**config.mk**
```make
export PLATFORM = sky130hd
export DESIGN_NAME = power_mode_controller
export DESIGN_NICKNAME = d
export VERILOG_FILES = /design/src/rtl/pin_sync.v /design/src/rtl/mode_flags.v /design/src/rtl/power_mode_controller.v
export VERILOG_INCLUDE_DIRS = /design/src /design/src/rtl
export SDC_FILE = /design/constraint.sdc
export NUM_CORES = 1
export LEC_CHECK = 0
export BUFFER_PORTS_ARGS = -buffer_cell sky130_fd_sc_hd__buf_2
export CAP_MARGIN = 20
export CORE_UTILIZATION = 50
export DETAILED_ROUTE_END_ITERATION = 10
export HOLD_SLACK_MARGIN = 0.1
export PLACE_DENSITY = 0.89
export SYNTH_ARGS = -nofsm -noshare
export SYNTH_HDL_FRONTEND = slang
export SYNTH_SLANG_ARGS = --single-unit
```
**constraint.sdc**
```tcl
create_clock -name CLK -period 3.2 [get_ports CLK]
set_clock_uncertainty 0.15 [all_clocks]
set_input_delay 0.96 -clock CLK [delete_from_list [all_inputs] [get_ports CLK]]
set_output_delay 0.96 -clock CLK [all_outputs]
set_load 0.01 [all_outputs]
```
**src/rtl/pmc_consts.vh**
```
`ifndef PMC_CONSTS_VH
`define PMC_CONSTS_VH
// ----------------------------------------
// Mode encodings.
// ----------------------------------------
`define MODE_RUN 3'h0
`define MODE_LPRUN 3'h1
`define MODE_WAIT 3'h2
`define MODE_LPWAIT 3'h3
`define MODE_STOP3 3'h4
`define MODE_STOP2 3'h5
// ----------------------------------------
// Regulator state encodings.
// ----------------------------------------
`define REG_FULL 2'h0
`define REG_STANDBY 2'h1
`define REG_PARTIAL 2'h2
// ----------------------------------------
// Clock source configuration encodings.
// ----------------------------------------
`define CLK_RUN_CFG 2'h0
`define CLK_BYPASS_LP 2'h1
`define CLK_STOPPED 2'h2
// ----------------------------------------
// Wakeup pin synchroniser depth.
// ----------------------------------------
`define SYNC_STAGES 2
`endif

```
**src/rtl/pin_sync.v**
```verilog
`timescale 1ns/1ps
// ----------------------------------------
// Two stage synchroniser for a pin level.
// ----------------------------------------
module pin_sync (
  input wire CLK,
  input wire RST_N,
  input wire D,
  output wire Q
);
  reg meta_r;
  reg sync_r;
  always @(posedge CLK) begin
    if (!RST_N) begin
      meta_r <= 1'b1;
      sync_r <= 1'b1;
    end else begin
      meta_r <= D;
      sync_r <= meta_r;
    end
  end
  assign Q = sync_r;
endmodule // pin_sync

```
**src/rtl/mode_flags.v**
```verilog
`timescale 1ns/1ps
// ----------------------------------------
// Mutually exclusive request bits.
// ----------------------------------------
module mode_flags (
  input wire CLK,
  input wire RST_N,
  input wire lpr_wr,
  input wire lpr_val,
  input wire ppd_wr,
  input wire ppd_val,
  input wire hw_clr_lpr,
  output reg lpr_r,
  output reg ppd_r
);
  reg lpr_nxt;
  reg ppd_nxt;
  always @* begin
    lpr_nxt = lpr_r;
    ppd_nxt = ppd_r;
    if (lpr_wr && !(lpr_val && ppd_r)) begin
      lpr_nxt = lpr_val;
    end
    if (ppd_wr && !(ppd_val && lpr_r)) begin
      ppd_nxt = ppd_val;
    end
    if (lpr_wr && ppd_wr && lpr_val && ppd_val) begin
      lpr_nxt = lpr_r;
      ppd_nxt = ppd_r;
    end
    if (hw_clr_lpr) begin
      lpr_nxt = 1'b0;
    end
  end
  always @(posedge CLK) begin
    if (!RST_N) begin
      lpr_r <= 1'b0;
      ppd_r <= 1'b0;
    end else begin
      lpr_r <= lpr_nxt;
      ppd_r <= ppd_nxt;
    end
  end
endmodule // mode_flags

```
**src/rtl/power_mode_controller.v**
```verilog
// What this block does
// - Both detect enables keep regulator full in stop3.
// - Stop2 request with both detect enables gives stop3.
// - Stop2 request with debug enabled gives stop3.
// - Never stop2 directly from low power run.
// - Partial powerdown and low power run exclusive.
// - Stop in low power run enters stop3.
// - Reset ends stop3 into normal run.
// - Wake-to-run clear: interrupt returns low power run.
// - Wake-to-run set: interrupt gives run, clears low power run request.
// - Low power run only under its enabling conditions.
// - Wait stops CPU clock, peripherals keep running.
// - Wait in low power run enters low power wait.
// - Stop2 needs all its conditions; regulator partial.
// - Stop2 powers down all but real-time counter.
// - Debug enable written only by debug commands.
// - Low wakeup pin wakes regulator, starts power-on reset.
// - After stop2 wake, flag and latch until acknowledge.
`timescale 1ns/1ps
`include "pmc_consts.vh"
module power_mode_controller (
  input wire CLK,
  input wire RST_N,
  input wire LOW_VOLT_DETECT_ENABLE,
  input wire LOW_VOLT_DETECT_STOP_ENABLE,
  input wire STOP_INSTRUCTION_ENABLE,
  input wire LOW_POWER_WAKE_TO_RUN,
  input wire LPR_WRITE,
  input wire LPR_WRITE_VALUE,
  input wire PPD_WRITE,
  input wire PPD_WRITE_VALUE,
  input wire POWERDOWN_ACKNOWLEDGE,
  input wire DEBUG_CMD_WRITE,
  input wire DEBUG_CMD_VALUE,
  input wire STOP_EXEC,
  input wire WAIT_EXEC,
  input wire WAKE_INTERRUPT,
  input wire WAKE_RESET,
  input wire STOP2_WAKEUP_PIN,
  output reg [2:0] MODE,
  output reg [1:0] REGULATOR_STATE,
  output reg [1:0] CLOCK_SOURCE_CFG,
  output reg CPU_CLOCK_ON,
  output reg PERIPH_CLOCK_ON,
  output reg PERIPH_CLOCK_LOW_SPEED,
  output reg DEBUG_CLOCK_ON,
  output reg CORE_POWER_ON,
  output reg RTC_POWER_ON,
  output reg PIN_STATE_LATCH,
  output reg POWER_ON_RESET_REQ,
  output wire LOW_POWER_RUN_REQUEST,
  output wire PARTIAL_POWERDOWN_REQUEST,
  output reg LOW_POWER_RUN_STATUS,
  output reg POWERDOWN_WAKE_FLAG,
  output reg DEBUG_MODE_ENABLE
);
// ----------------------------------------
// Request bits and synchronised pin.
// ----------------------------------------
  wire wake_pin_s;
  wire lpr_q;
  wire ppd_q;
  reg hw_clr_lpr;
  pin_sync u_sync (
    .CLK(CLK),
    .RST_N(RST_N),
    .D(STOP2_WAKEUP_PIN),
    .Q(wake_pin_s)
  );
  mode_flags u_flags (
    .CLK(CLK),
    .RST_N(RST_N),
    .lpr_wr(LPR_WRITE),
    .lpr_val(LPR_WRITE_VALUE),
    .ppd_wr(PPD_WRITE),
    .ppd_val(PPD_WRITE_VALUE),
    .hw_clr_lpr(hw_clr_lpr),
    .lpr_r(lpr_q),
    .ppd_r(ppd_q)
  );
  assign LOW_POWER_RUN_REQUEST = lpr_q;
  assign PARTIAL_POWERDOWN_REQUEST = ppd_q;
// ----------------------------------------
// Mode conditions.
// ----------------------------------------
  wire lvd_stop = LOW_VOLT_DETECT_ENABLE && LOW_VOLT_DETECT_STOP_ENABLE;
  wire lp_ok = lpr_q && !DEBUG_MODE_ENABLE && !lvd_stop && !ppd_q;
  wire stop2_ok = ppd_q && !lpr_q && !DEBUG_MODE_ENABLE && !lvd_stop;
  wire stop_go = STOP_EXEC && STOP_INSTRUCTION_ENABLE;
// ----------------------------------------
// Mode decoding helpers.
// ----------------------------------------
  function is_low_power;
    input [2:0] m;
    begin
      is_low_power = (m == `MODE_LPRUN) || (m == `MODE_LPWAIT);
    end
  endfunction
  function is_stopped;
    input [2:0] m;
    begin
      is_stopped = (m == `MODE_STOP3) || (m == `MODE_STOP2);
    end
  endfunction
  reg [2:0] mode_r;
  reg [2:0] mode_nxt;
  reg lp_before_r;
  reg lp_before_nxt;
  reg clr_lpr_nxt;
// ----------------------------------------
// Debug enable, written only by debug commands.
// ----------------------------------------
  always @(posedge CLK) begin
    if (!RST_N) begin
      DEBUG_MODE_ENABLE <= 1'b0;
    end else if (DEBUG_CMD_WRITE) begin
      DEBUG_MODE_ENABLE <= DEBUG_CMD_VALUE;
    end
  end
// ----------------------------------------
// Mode state machine.
// ----------------------------------------
  always @* begin
    mode_nxt = mode_r;
    lp_before_nxt = lp_before_r;
    clr_lpr_nxt = 1'b0;
    case (mode_r)
      `MODE_RUN: begin
        if (stop_go) begin
          lp_before_nxt = 1'b0;
          if (stop2_ok) begin
            mode_nxt = `MODE_STOP2;
          end else begin
            mode_nxt = `MODE_STOP3;
          end
        end else if (WAIT_EXEC) begin
          mode_nxt = `MODE_WAIT;
        end else if (lp_ok) begin
          mode_nxt = `MODE_LPRUN;
        end
      end
      `MODE_LPRUN: begin
        if (!lp_ok) begin
          mode_nxt = `MODE_RUN;
        end else if (stop_go) begin
          lp_before_nxt = 1'b1;
          mode_nxt = `MODE_STOP3;
        end else if (WAIT_EXEC) begin
          mode_nxt = `MODE_LPWAIT;
        end
      end
      `MODE_WAIT: begin
        if (WAKE_INTERRUPT || WAKE_RESET) begin
          mode_nxt = `MODE_RUN;
        end
      end
      `MODE_LPWAIT: begin
        if (WAKE_RESET) begin
          mode_nxt = `MODE_RUN;
        end else if (WAKE_INTERRUPT) begin
          if (LOW_POWER_WAKE_TO_RUN) begin
            mode_nxt = `MODE_RUN;
            clr_lpr_nxt = 1'b1;
          end else begin
            mode_nxt = `MODE_LPRUN;
          end
        end
      end
      `MODE_STOP3: begin
        if (WAKE_RESET) begin
          mode_nxt = `MODE_RUN;
          clr_lpr_nxt = 1'b1;
        end else if (WAKE_INTERRUPT) begin
          if (lp_before_r && !LOW_POWER_WAKE_TO_RUN) begin
            mode_nxt = `MODE_LPRUN;
          end else begin
            mode_nxt = `MODE_RUN;
            clr_lpr_nxt = lp_before_r;
          end
        end
      end
      `MODE_STOP2: begin
        if (!wake_pin_s) begin
          mode_nxt = `MODE_RUN;
        end
      end
      default: begin
        mode_nxt = `MODE_RUN;
      end
    endcase
  end
  always @* begin
    hw_clr_lpr = clr_lpr_nxt;
  end
  always @(posedge CLK) begin
    if (!RST_N) begin
      mode_r <= `MODE_RUN;
      lp_before_r <= 1'b0;
    end else begin
      mode_r <= mode_nxt;
      lp_before_r <= lp_before_nxt;
    end
  end
// ----------------------------------------
// Powerdown wake flag and pin latch.
// ----------------------------------------
  reg pdf_r;
  wire stop2_wake = (mode_r == `MODE_STOP2) && !wake_pin_s;
  always @(posedge CLK) begin
    if (!RST_N) begin
      pdf_r <= 1'b0;
    end else if (stop2_wake) begin
      pdf_r <= 1'b1;
    end else if (POWERDOWN_ACKNOWLEDGE) begin
      pdf_r <= 1'b0;
    end
  end
// ----------------------------------------
// Registered outputs.
// ----------------------------------------
  always @(posedge CLK) begin
    if (!RST_N) begin
      MODE <= `MODE_RUN;
      REGULATOR_STATE <= `REG_FULL;
      CLOCK_SOURCE_CFG <= `CLK_RUN_CFG;
      CPU_CLOCK_ON <= 1'b1;
      PERIPH_CLOCK_ON <= 1'b1;
      PERIPH_CLOCK_LOW_SPEED <= 1'b0;
      DEBUG_CLOCK_ON <= 1'b0;
      CORE_POWER_ON <= 1'b1;
      RTC_POWER_ON <= 1'b1;
      PIN_STATE_LATCH <= 1'b0;
      POWER_ON_RESET_REQ <= 1'b0;
      LOW_POWER_RUN_STATUS <= 1'b0;
      POWERDOWN_WAKE_FLAG <= 1'b0;
    end else begin
      MODE <= mode_r;
      LOW_POWER_RUN_STATUS <= is_low_power(mode_r);
      POWERDOWN_WAKE_FLAG <= pdf_r;
      PIN_STATE_LATCH <= pdf_r || (mode_r == `MODE_STOP2);
      POWER_ON_RESET_REQ <= stop2_wake;
      DEBUG_CLOCK_ON <= DEBUG_MODE_ENABLE;
      CPU_CLOCK_ON <= (mode_r == `MODE_RUN) || (mode_r == `MODE_LPRUN);
      PERIPH_CLOCK_ON <= !is_stopped(mode_r);
      PERIPH_CLOCK_LOW_SPEED <= is_low_power(mode_r);
      CORE_POWER_ON <= (mode_r != `MODE_STOP2);
      RTC_POWER_ON <= 1'b1;
      case (mode_r)
        `MODE_LPRUN, `MODE_LPWAIT: begin
          REGULATOR_STATE <= `REG_STANDBY;
          CLOCK_SOURCE_CFG <= `CLK_BYPASS_LP;
        end
        `MODE_STOP3: begin
          if (lvd_stop || DEBUG_MODE_ENABLE) begin
            REGULATOR_STATE <= `REG_FULL;
          end else begin
            REGULATOR_STATE <= `REG_STANDBY;
          end
          if (DEBUG_MODE_ENABLE) begin
            CLOCK_SOURCE_CFG <= `CLK_RUN_CFG;
          end else begin
            CLOCK_SOURCE_CFG <= `CLK_STOPPED;
          end
        end
        `MODE_STOP2: begin
          REGULATOR_STATE <= `REG_PARTIAL;
          CLOCK_SOURCE_CFG <= `CLK_STOPPED;
        end
        default: begin
          REGULATOR_STATE <= `REG_FULL;
          CLOCK_SOURCE_CFG <= `CLK_RUN_CFG;
        end
      endcase
    end
  end
endmodule // power_mode_controller

```
## Yosys cells after proc, flatten, opt, wreduce, memory -nomap -nowiden

Index checks and enable logic that the tools add are counted.

| word-level totals | value |
|---|---|
| output and inout bits | 20 |
| logic and storage cells | 110 |
| input bits | 18 |
| register bits after elaboration | 25 |

| operators by class | value |
|---|---|
| muxes and demuxes | 33 |
| eq/ne operators | 15 |
| reduce and logical (&&, ||, !) cells | 41 |
| bitwise operators | 2 |

Operators by type and width:

| operator | count |
|---|---|
| 2-to-1 mux 3 bit | 12 |
| one-hot mux 3 bit (6 select lines) | 1 |
| logical AND 1 bit | 17 |
| 2-to-1 mux 1 bit | 15 |
| one-hot mux 2 bit (3 select lines) | 2 |
| inequality test 2 bit, second input constant | 5 |
| zero test 1 bit | 9 |
| inequality test 3 bit, second input constant | 3 |
| inequality test 4 bit, second input constant | 2 |
| equality test 3 x 2 -> 1 bit, second input constant | 2 |
| equality test 3 bit, second input constant | 2 |
| logical OR 1 bit | 6 |
| AND reduction 6 bit | 1 |
| one-hot mux 1 bit (2 select lines) | 2 |
| AND reduction 2 bit | 2 |
| AND reduction 4 bit | 1 |
| nonzero test 2 bit | 2 |
| OR reduction 2 bit | 2 |
| equality test 3 x 1 -> 1 bit, second input constant | 1 |
| zero test 3 bit | 1 |
| 2-to-1 mux 2 bit | 1 |
| inverter 1 bit | 2 |

## Longest topological paths before layout

| depth | value |
|---|---|
| depth after elaboration | 8 |
| depth in mapped cells | 6 |
| gate-level depth less buffers | 5 |

## By module

A second synthesis with hierarchy kept.

| second synthesis, totals | value |
|---|---|
| cell total of the unflattened synthesis | 105 |
| area total of the unflattened synthesis | 998.5 sq um |

Modules (own cells, without submodules):

| module | cells each | area each (sq um) | seq. area each (sq um) | times used |
|---|---|---|---|---|
| power_mode_controller | 91 | 843.3 | 400.4 | 1 |
| mode_flags | 10 | 102.6 | 40.0 | 1 |
| pin_sync | 4 | 52.6 | 40.0 | 1 |

## Worst setup path before layout

Ideal clock, no wire load.

| timing path | value |
|---|---|
| path kind | input to register |
| start point | in LOW_VOLT_DETECT_ENABLE |
| end point | reg mode_r[0] |
| cell stages on the path | 4 |
| arrival time | 2.026 ns |
| setup slack | 0.902 ns |
| required time | 2.928 ns |
| setup time | 0.122 ns |
| path buffers | 0 |
| path through | a21o_1 o31a_1 a221o_1 a221o_1 |

| on the way | value |
|---|---|
| cells in the longest elaborated chain, start to end | 6 |
| elaborated cells between the ends (all ways) | 12 |
| classes of those cells | eq/ne: 2; mux: 4; reduce/logical: 6 |

Ends and longest elaborated chain:

| element | RTL line | text |
|---|---|---|
| start, declared | power_mode_controller.v:24 | `input wire LOW_VOLT_DETECT_ENABLE,` |
| logical AND 1 bit * | power_mode_controller.v:86 | `wire lvd_stop = LOW_VOLT_DETECT_ENABLE && LOW_VOLT_DETECT_STOP_ENABLE;` |
| zero test 1 bit * | power_mode_controller.v:87, power_mode_controller.v:88 |  |
| logical AND 1 bit (on tied branches) | power_mode_controller.v:88, power_mode_controller.v:87 |  |
| 2-to-1 mux 1 bit or logical AND 1 bit (tied branches) | power_mode_controller.v:131, power_mode_controller.v:87 |  |
| 2-to-1 mux 3 bit, or another cell as far along | power_mode_controller.v:129 | `if (stop_go) begin` |
| one-hot mux 3 bit (6 select lines) or AND reduction 6 bit (tied branches) | n/a |  |
| end signal, assigned | power_mode_controller.v:197 | `` mode_r <= `MODE_RUN; `` |
| end signal, assigned | power_mode_controller.v:200 | `mode_r <= mode_nxt;` |
| end, declared | power_mode_controller.v:105 | `reg [2:0] mode_r;` |

Mark *: on every way between the ends. The rest lies on a longest branch, timed or not.
A chain may end at the register's enable or synchronous reset.

## Worst setup path after layout

Ends and elaborated chain as after synthesis.

==> flow_metrics.tcl <==
set metrics [dict create \
    core-area_mm2 0.001764 \
    drtPass1Iterations 4 \
    final_total_negative_setup_slack_ns 0 \
    max_fclk_ghz 0.4674 \
    diodes 0 \
    period_share_pct 66.86 \
    rsz0062_at_grt "no" \
    cts_post_setup_buffers_inserted 0 \
    yosys.cell_types.count 34 \
    route.detailed.vias_per_inst 5.296 \
    routedWlPerCell_um 11.34 \
    ctsRootBufferMaster "sky130_fd_sc_hd__clkbuf_4" \
    detailedPlacementHpwl_um 1340 \
    timing_max_transition_violations_final 0 \
    cp_slowest_stage_delay_ns 0.34 \
    path_cells "buf_2 -> a21o_1 -> o31a_1 -> a221o_1 -> a221o_1" \
    synth-warning-count 0 \
    clock_pin_slew_worst_setup_and_hold_paths_ns 0.12 \
    path_max_fanout 3 \
    final_nets 153 \
    clock_latency_ns 0.31 \
    critical_path.startpoint_type "input pin" \
    min_period_ns 2.140 \
    timing.critical_path.slowest_stage_cell "sky130_fd_sc_hd__a221o_1" \
    run_status "finished, final reports clean" \
    syn_nets 117 \
    syn-mean-instance-area_um2 9.719 \
    final-hold-violation-count 0 \
    std_cell_rows 15 \
    final_layout_size_suffix_gt1_share_pct 32.09 \
    timing.hold.worst.class "reg2reg" \
    buffers_on_ports 36 \
    pwr_density_cell_mw_per_mm2 479.5 \
    power.total_uw 561.6 \
    synth_flop_cell "sky130_fd_sc_hd__dfxtp_1" \
    maximum_number_of_pins_on_one_net_before_global_route_repair 19 \
    globalplace.congestion 0.8028 \
    drt_iter0_drc 15 \
    vias_in_the_first_global_route 632 \
    cp_common_cell "sky130_fd_sc_hd__a221o_1" \
    die_h_um 45.87 \
    wire_length_of_the_first_global_routing_pass_um 2670 \
    global_route.overflow_total 0 \
    antenna_found_initial 0 \
    die_x_extent_um 45.87 \
    arrival_ns 2.21 \
    cpLargestDelayFamily "compound AO/OA/AOI/OAI gates" \
    die-area_mm2 0.002104 \
    number_of_hold_repair_buffers_added_at_the_cts_stage 0 \
    ios 38 \
    drc 0 \
    drv_cap 0 \
    detail_route.wirelength_um 1803 \
    vdd.ir_drop.worst_mv 0.3492 \
    async_set_or_reset_register_ratio_after_synthesis_pct 0 \
    clock-sinks 25 \
    htree_levels 1 \
    grt_util_all_layers_pct 18.46 \
    clk_path_buf_depth 2 \
    cellLeakagePower_uw 0.0005549 \
    number_of_cts_inserted_buffers 3 \
    report.final.setup_viol 0 \
    synth_cells 99 \
    postCtsResizedCells 0 \
    synth_seq_area_share_pct 52.02 \
    setup.worst_path.class "in2reg" \
    via_count 842 \
    regToRegSetupSlack_ns 1.33 \
    clock_tree_from_tritoncts "yes" \
    synth_edf_count 0 \
    worst_setup_path_end_kind "flip-flop" \
    cp.required_ns 3.27 \
    synth_area_um2 962.2 \
    detail-route-antenna-nets 0 \
    critPathBufInv 1 \
    initial_core_util_pct 54.54 \
    area_growth_from_synthesis_to_layout_pct 21.72 \
    yosys_register_bits 25 \
]
logic make-up (layout without fill, tap and decap cells):
logic type      after synthesis  count (layout)  synth area share (%)
flops                        25              25                 52.02
simple gates                 37              37                 21.07
other cells                   1               1                0.3897
compound gates               24              24                 19.51
mux                           2               2                 2.081
buf+inv                      10              45                 4.941
cell usage in the layout (no fill, tap or decap), types with 2 or more instances in the layout:
cell type                  Yosys  final
sky130_fd_sc_hd__a211oi_1      3      3
sky130_fd_sc_hd__a21oi_1       3      3
sky130_fd_sc_hd__a221o_1       2      2
sky130_fd_sc_hd__and2_1        6      6
sky130_fd_sc_hd__buf_2         2     36
sky130_fd_sc_hd__clkbuf_4      0      3
sky130_fd_sc_hd__dfxtp_1      25     25
sky130_fd_sc_hd__inv_1         5      5
sky130_fd_sc_hd__mux2i_1       2      2
sky130_fd_sc_hd__nand2_1      11     11
sky130_fd_sc_hd__nand2b_1      3      3
sky130_fd_sc_hd__nor2_1        5      5
sky130_fd_sc_hd__nor2b_1       5      5
sky130_fd_sc_hd__o21ai_0       4      4
sky130_fd_sc_hd__o221a_2       2      2
path summary, 6_finish.rpt:
check	startpoint	depth (start not counted)	end
setup / recovery	LOW_VOLT_DETECT_ENABLE	5	mode_r[0]$_SDFFE_PN0P_
hold / removal	u_sync.meta_r$_SDFF_PN1_	1	u_sync.Q$_SDFF_PN1_
hold reg to reg	u_sync.meta_r$_SDFF_PN1_	1	u_sync.Q$_SDFF_PN1_
setup reg to reg	mode_r[0]$_SDFFE_PN0P_	5	mode_r[0]$_SDFFE_PN0P_
area by class of cell:
cell class | instances | area [µm²]
tap | 25 | 31.28
clock buffer | 4 | 26.28
fill | 173 | 593.1
multi-input combinational | 64 | 414.1
sequential | 25 | 500.5
inverter | 5 | 18.77
timing repair buffer | 36 | 180.2
report_power, final:
group	total, µW	internal (µW)	switching, µW
clock network	134	48.7	84.9
logic	85.3	40.7	44.5
registers	343	327	15.8
total	562	416	145
layer usage:
layer,track usage (%),part of all wire (%)
met2,29.30,46
met5,0,0
met1,21.36,42
met3,3.968,8.5
met4,14.12,3.4
stage by stage:
stage | instances | cell area (µm²) | util (%) | hold slack, ns | worst slack, ns
floorplan | 99 | 962.2 | - | 0.2363 | 0.9021
global placement | 155 | 1145 | 64.89 | 0.2380 | 0.7672
detailed placement | 155 | 1145 | 64.89 | 0.2476 | 0.7310
CTS | 159 | 1171 | 66.38 | 0.2779 | 1.076
global route | 159 | 1171 | 66.38 | 0.3017 | 0.9745
finish | 159 | 1171 | 66.38 | 0.2729 | 1.060
state kept, by name (all words and copies together), names as in the netlist:
signal,flops
CPU_CLOCK_ON,1
DEBUG_CLOCK_ON,1
u_flags.lpr_r,1
u_sync.meta_r,1
CLOCK_SOURCE_CFG,2
lp_before_r,1
DEBUG_MODE_ENABLE,1
PERIPH_CLOCK_ON,1
CORE_POWER_ON,1
u_sync.Q,1
PIN_STATE_LATCH,1
pdf_r,1
MODE,3
POWER_ON_RESET_REQ,1
LOW_POWER_RUN_STATUS,1
u_flags.ppd_r,1
mode_r,3
REGULATOR_STATE,2
POWERDOWN_WAKE_FLAG,1
synth_stat cells, types with 2 or more instances:
library cell | n | area (µm²)
sky130_fd_sc_hd__a21oi_1 | 3 | 15.01
sky130_fd_sc_hd__nand2b_1 | 3 | 18.77
sky130_fd_sc_hd__nor2b_1 | 5 | 31.28
sky130_fd_sc_hd__buf_4 | 2 | 15.01
sky130_fd_sc_hd__and2_1 | 6 | 37.54
sky130_fd_sc_hd__o221a_2 | 2 | 22.52
sky130_fd_sc_hd__o21ai_0 | 4 | 20.02
sky130_fd_sc_hd__nand2_1 | 11 | 41.29
sky130_fd_sc_hd__buf_2 | 2 | 10.01
sky130_fd_sc_hd__inv_1 | 5 | 18.77
sky130_fd_sc_hd__mux2i_1 | 2 | 20.02
sky130_fd_sc_hd__a211oi_1 | 3 | 22.52
sky130_fd_sc_hd__a221o_1 | 2 | 20.02
sky130_fd_sc_hd__nor2_1 | 5 | 18.77
sky130_fd_sc_hd__dfxtp_1 | 25 | 500.5
Power figures use the tool's default switching activity.
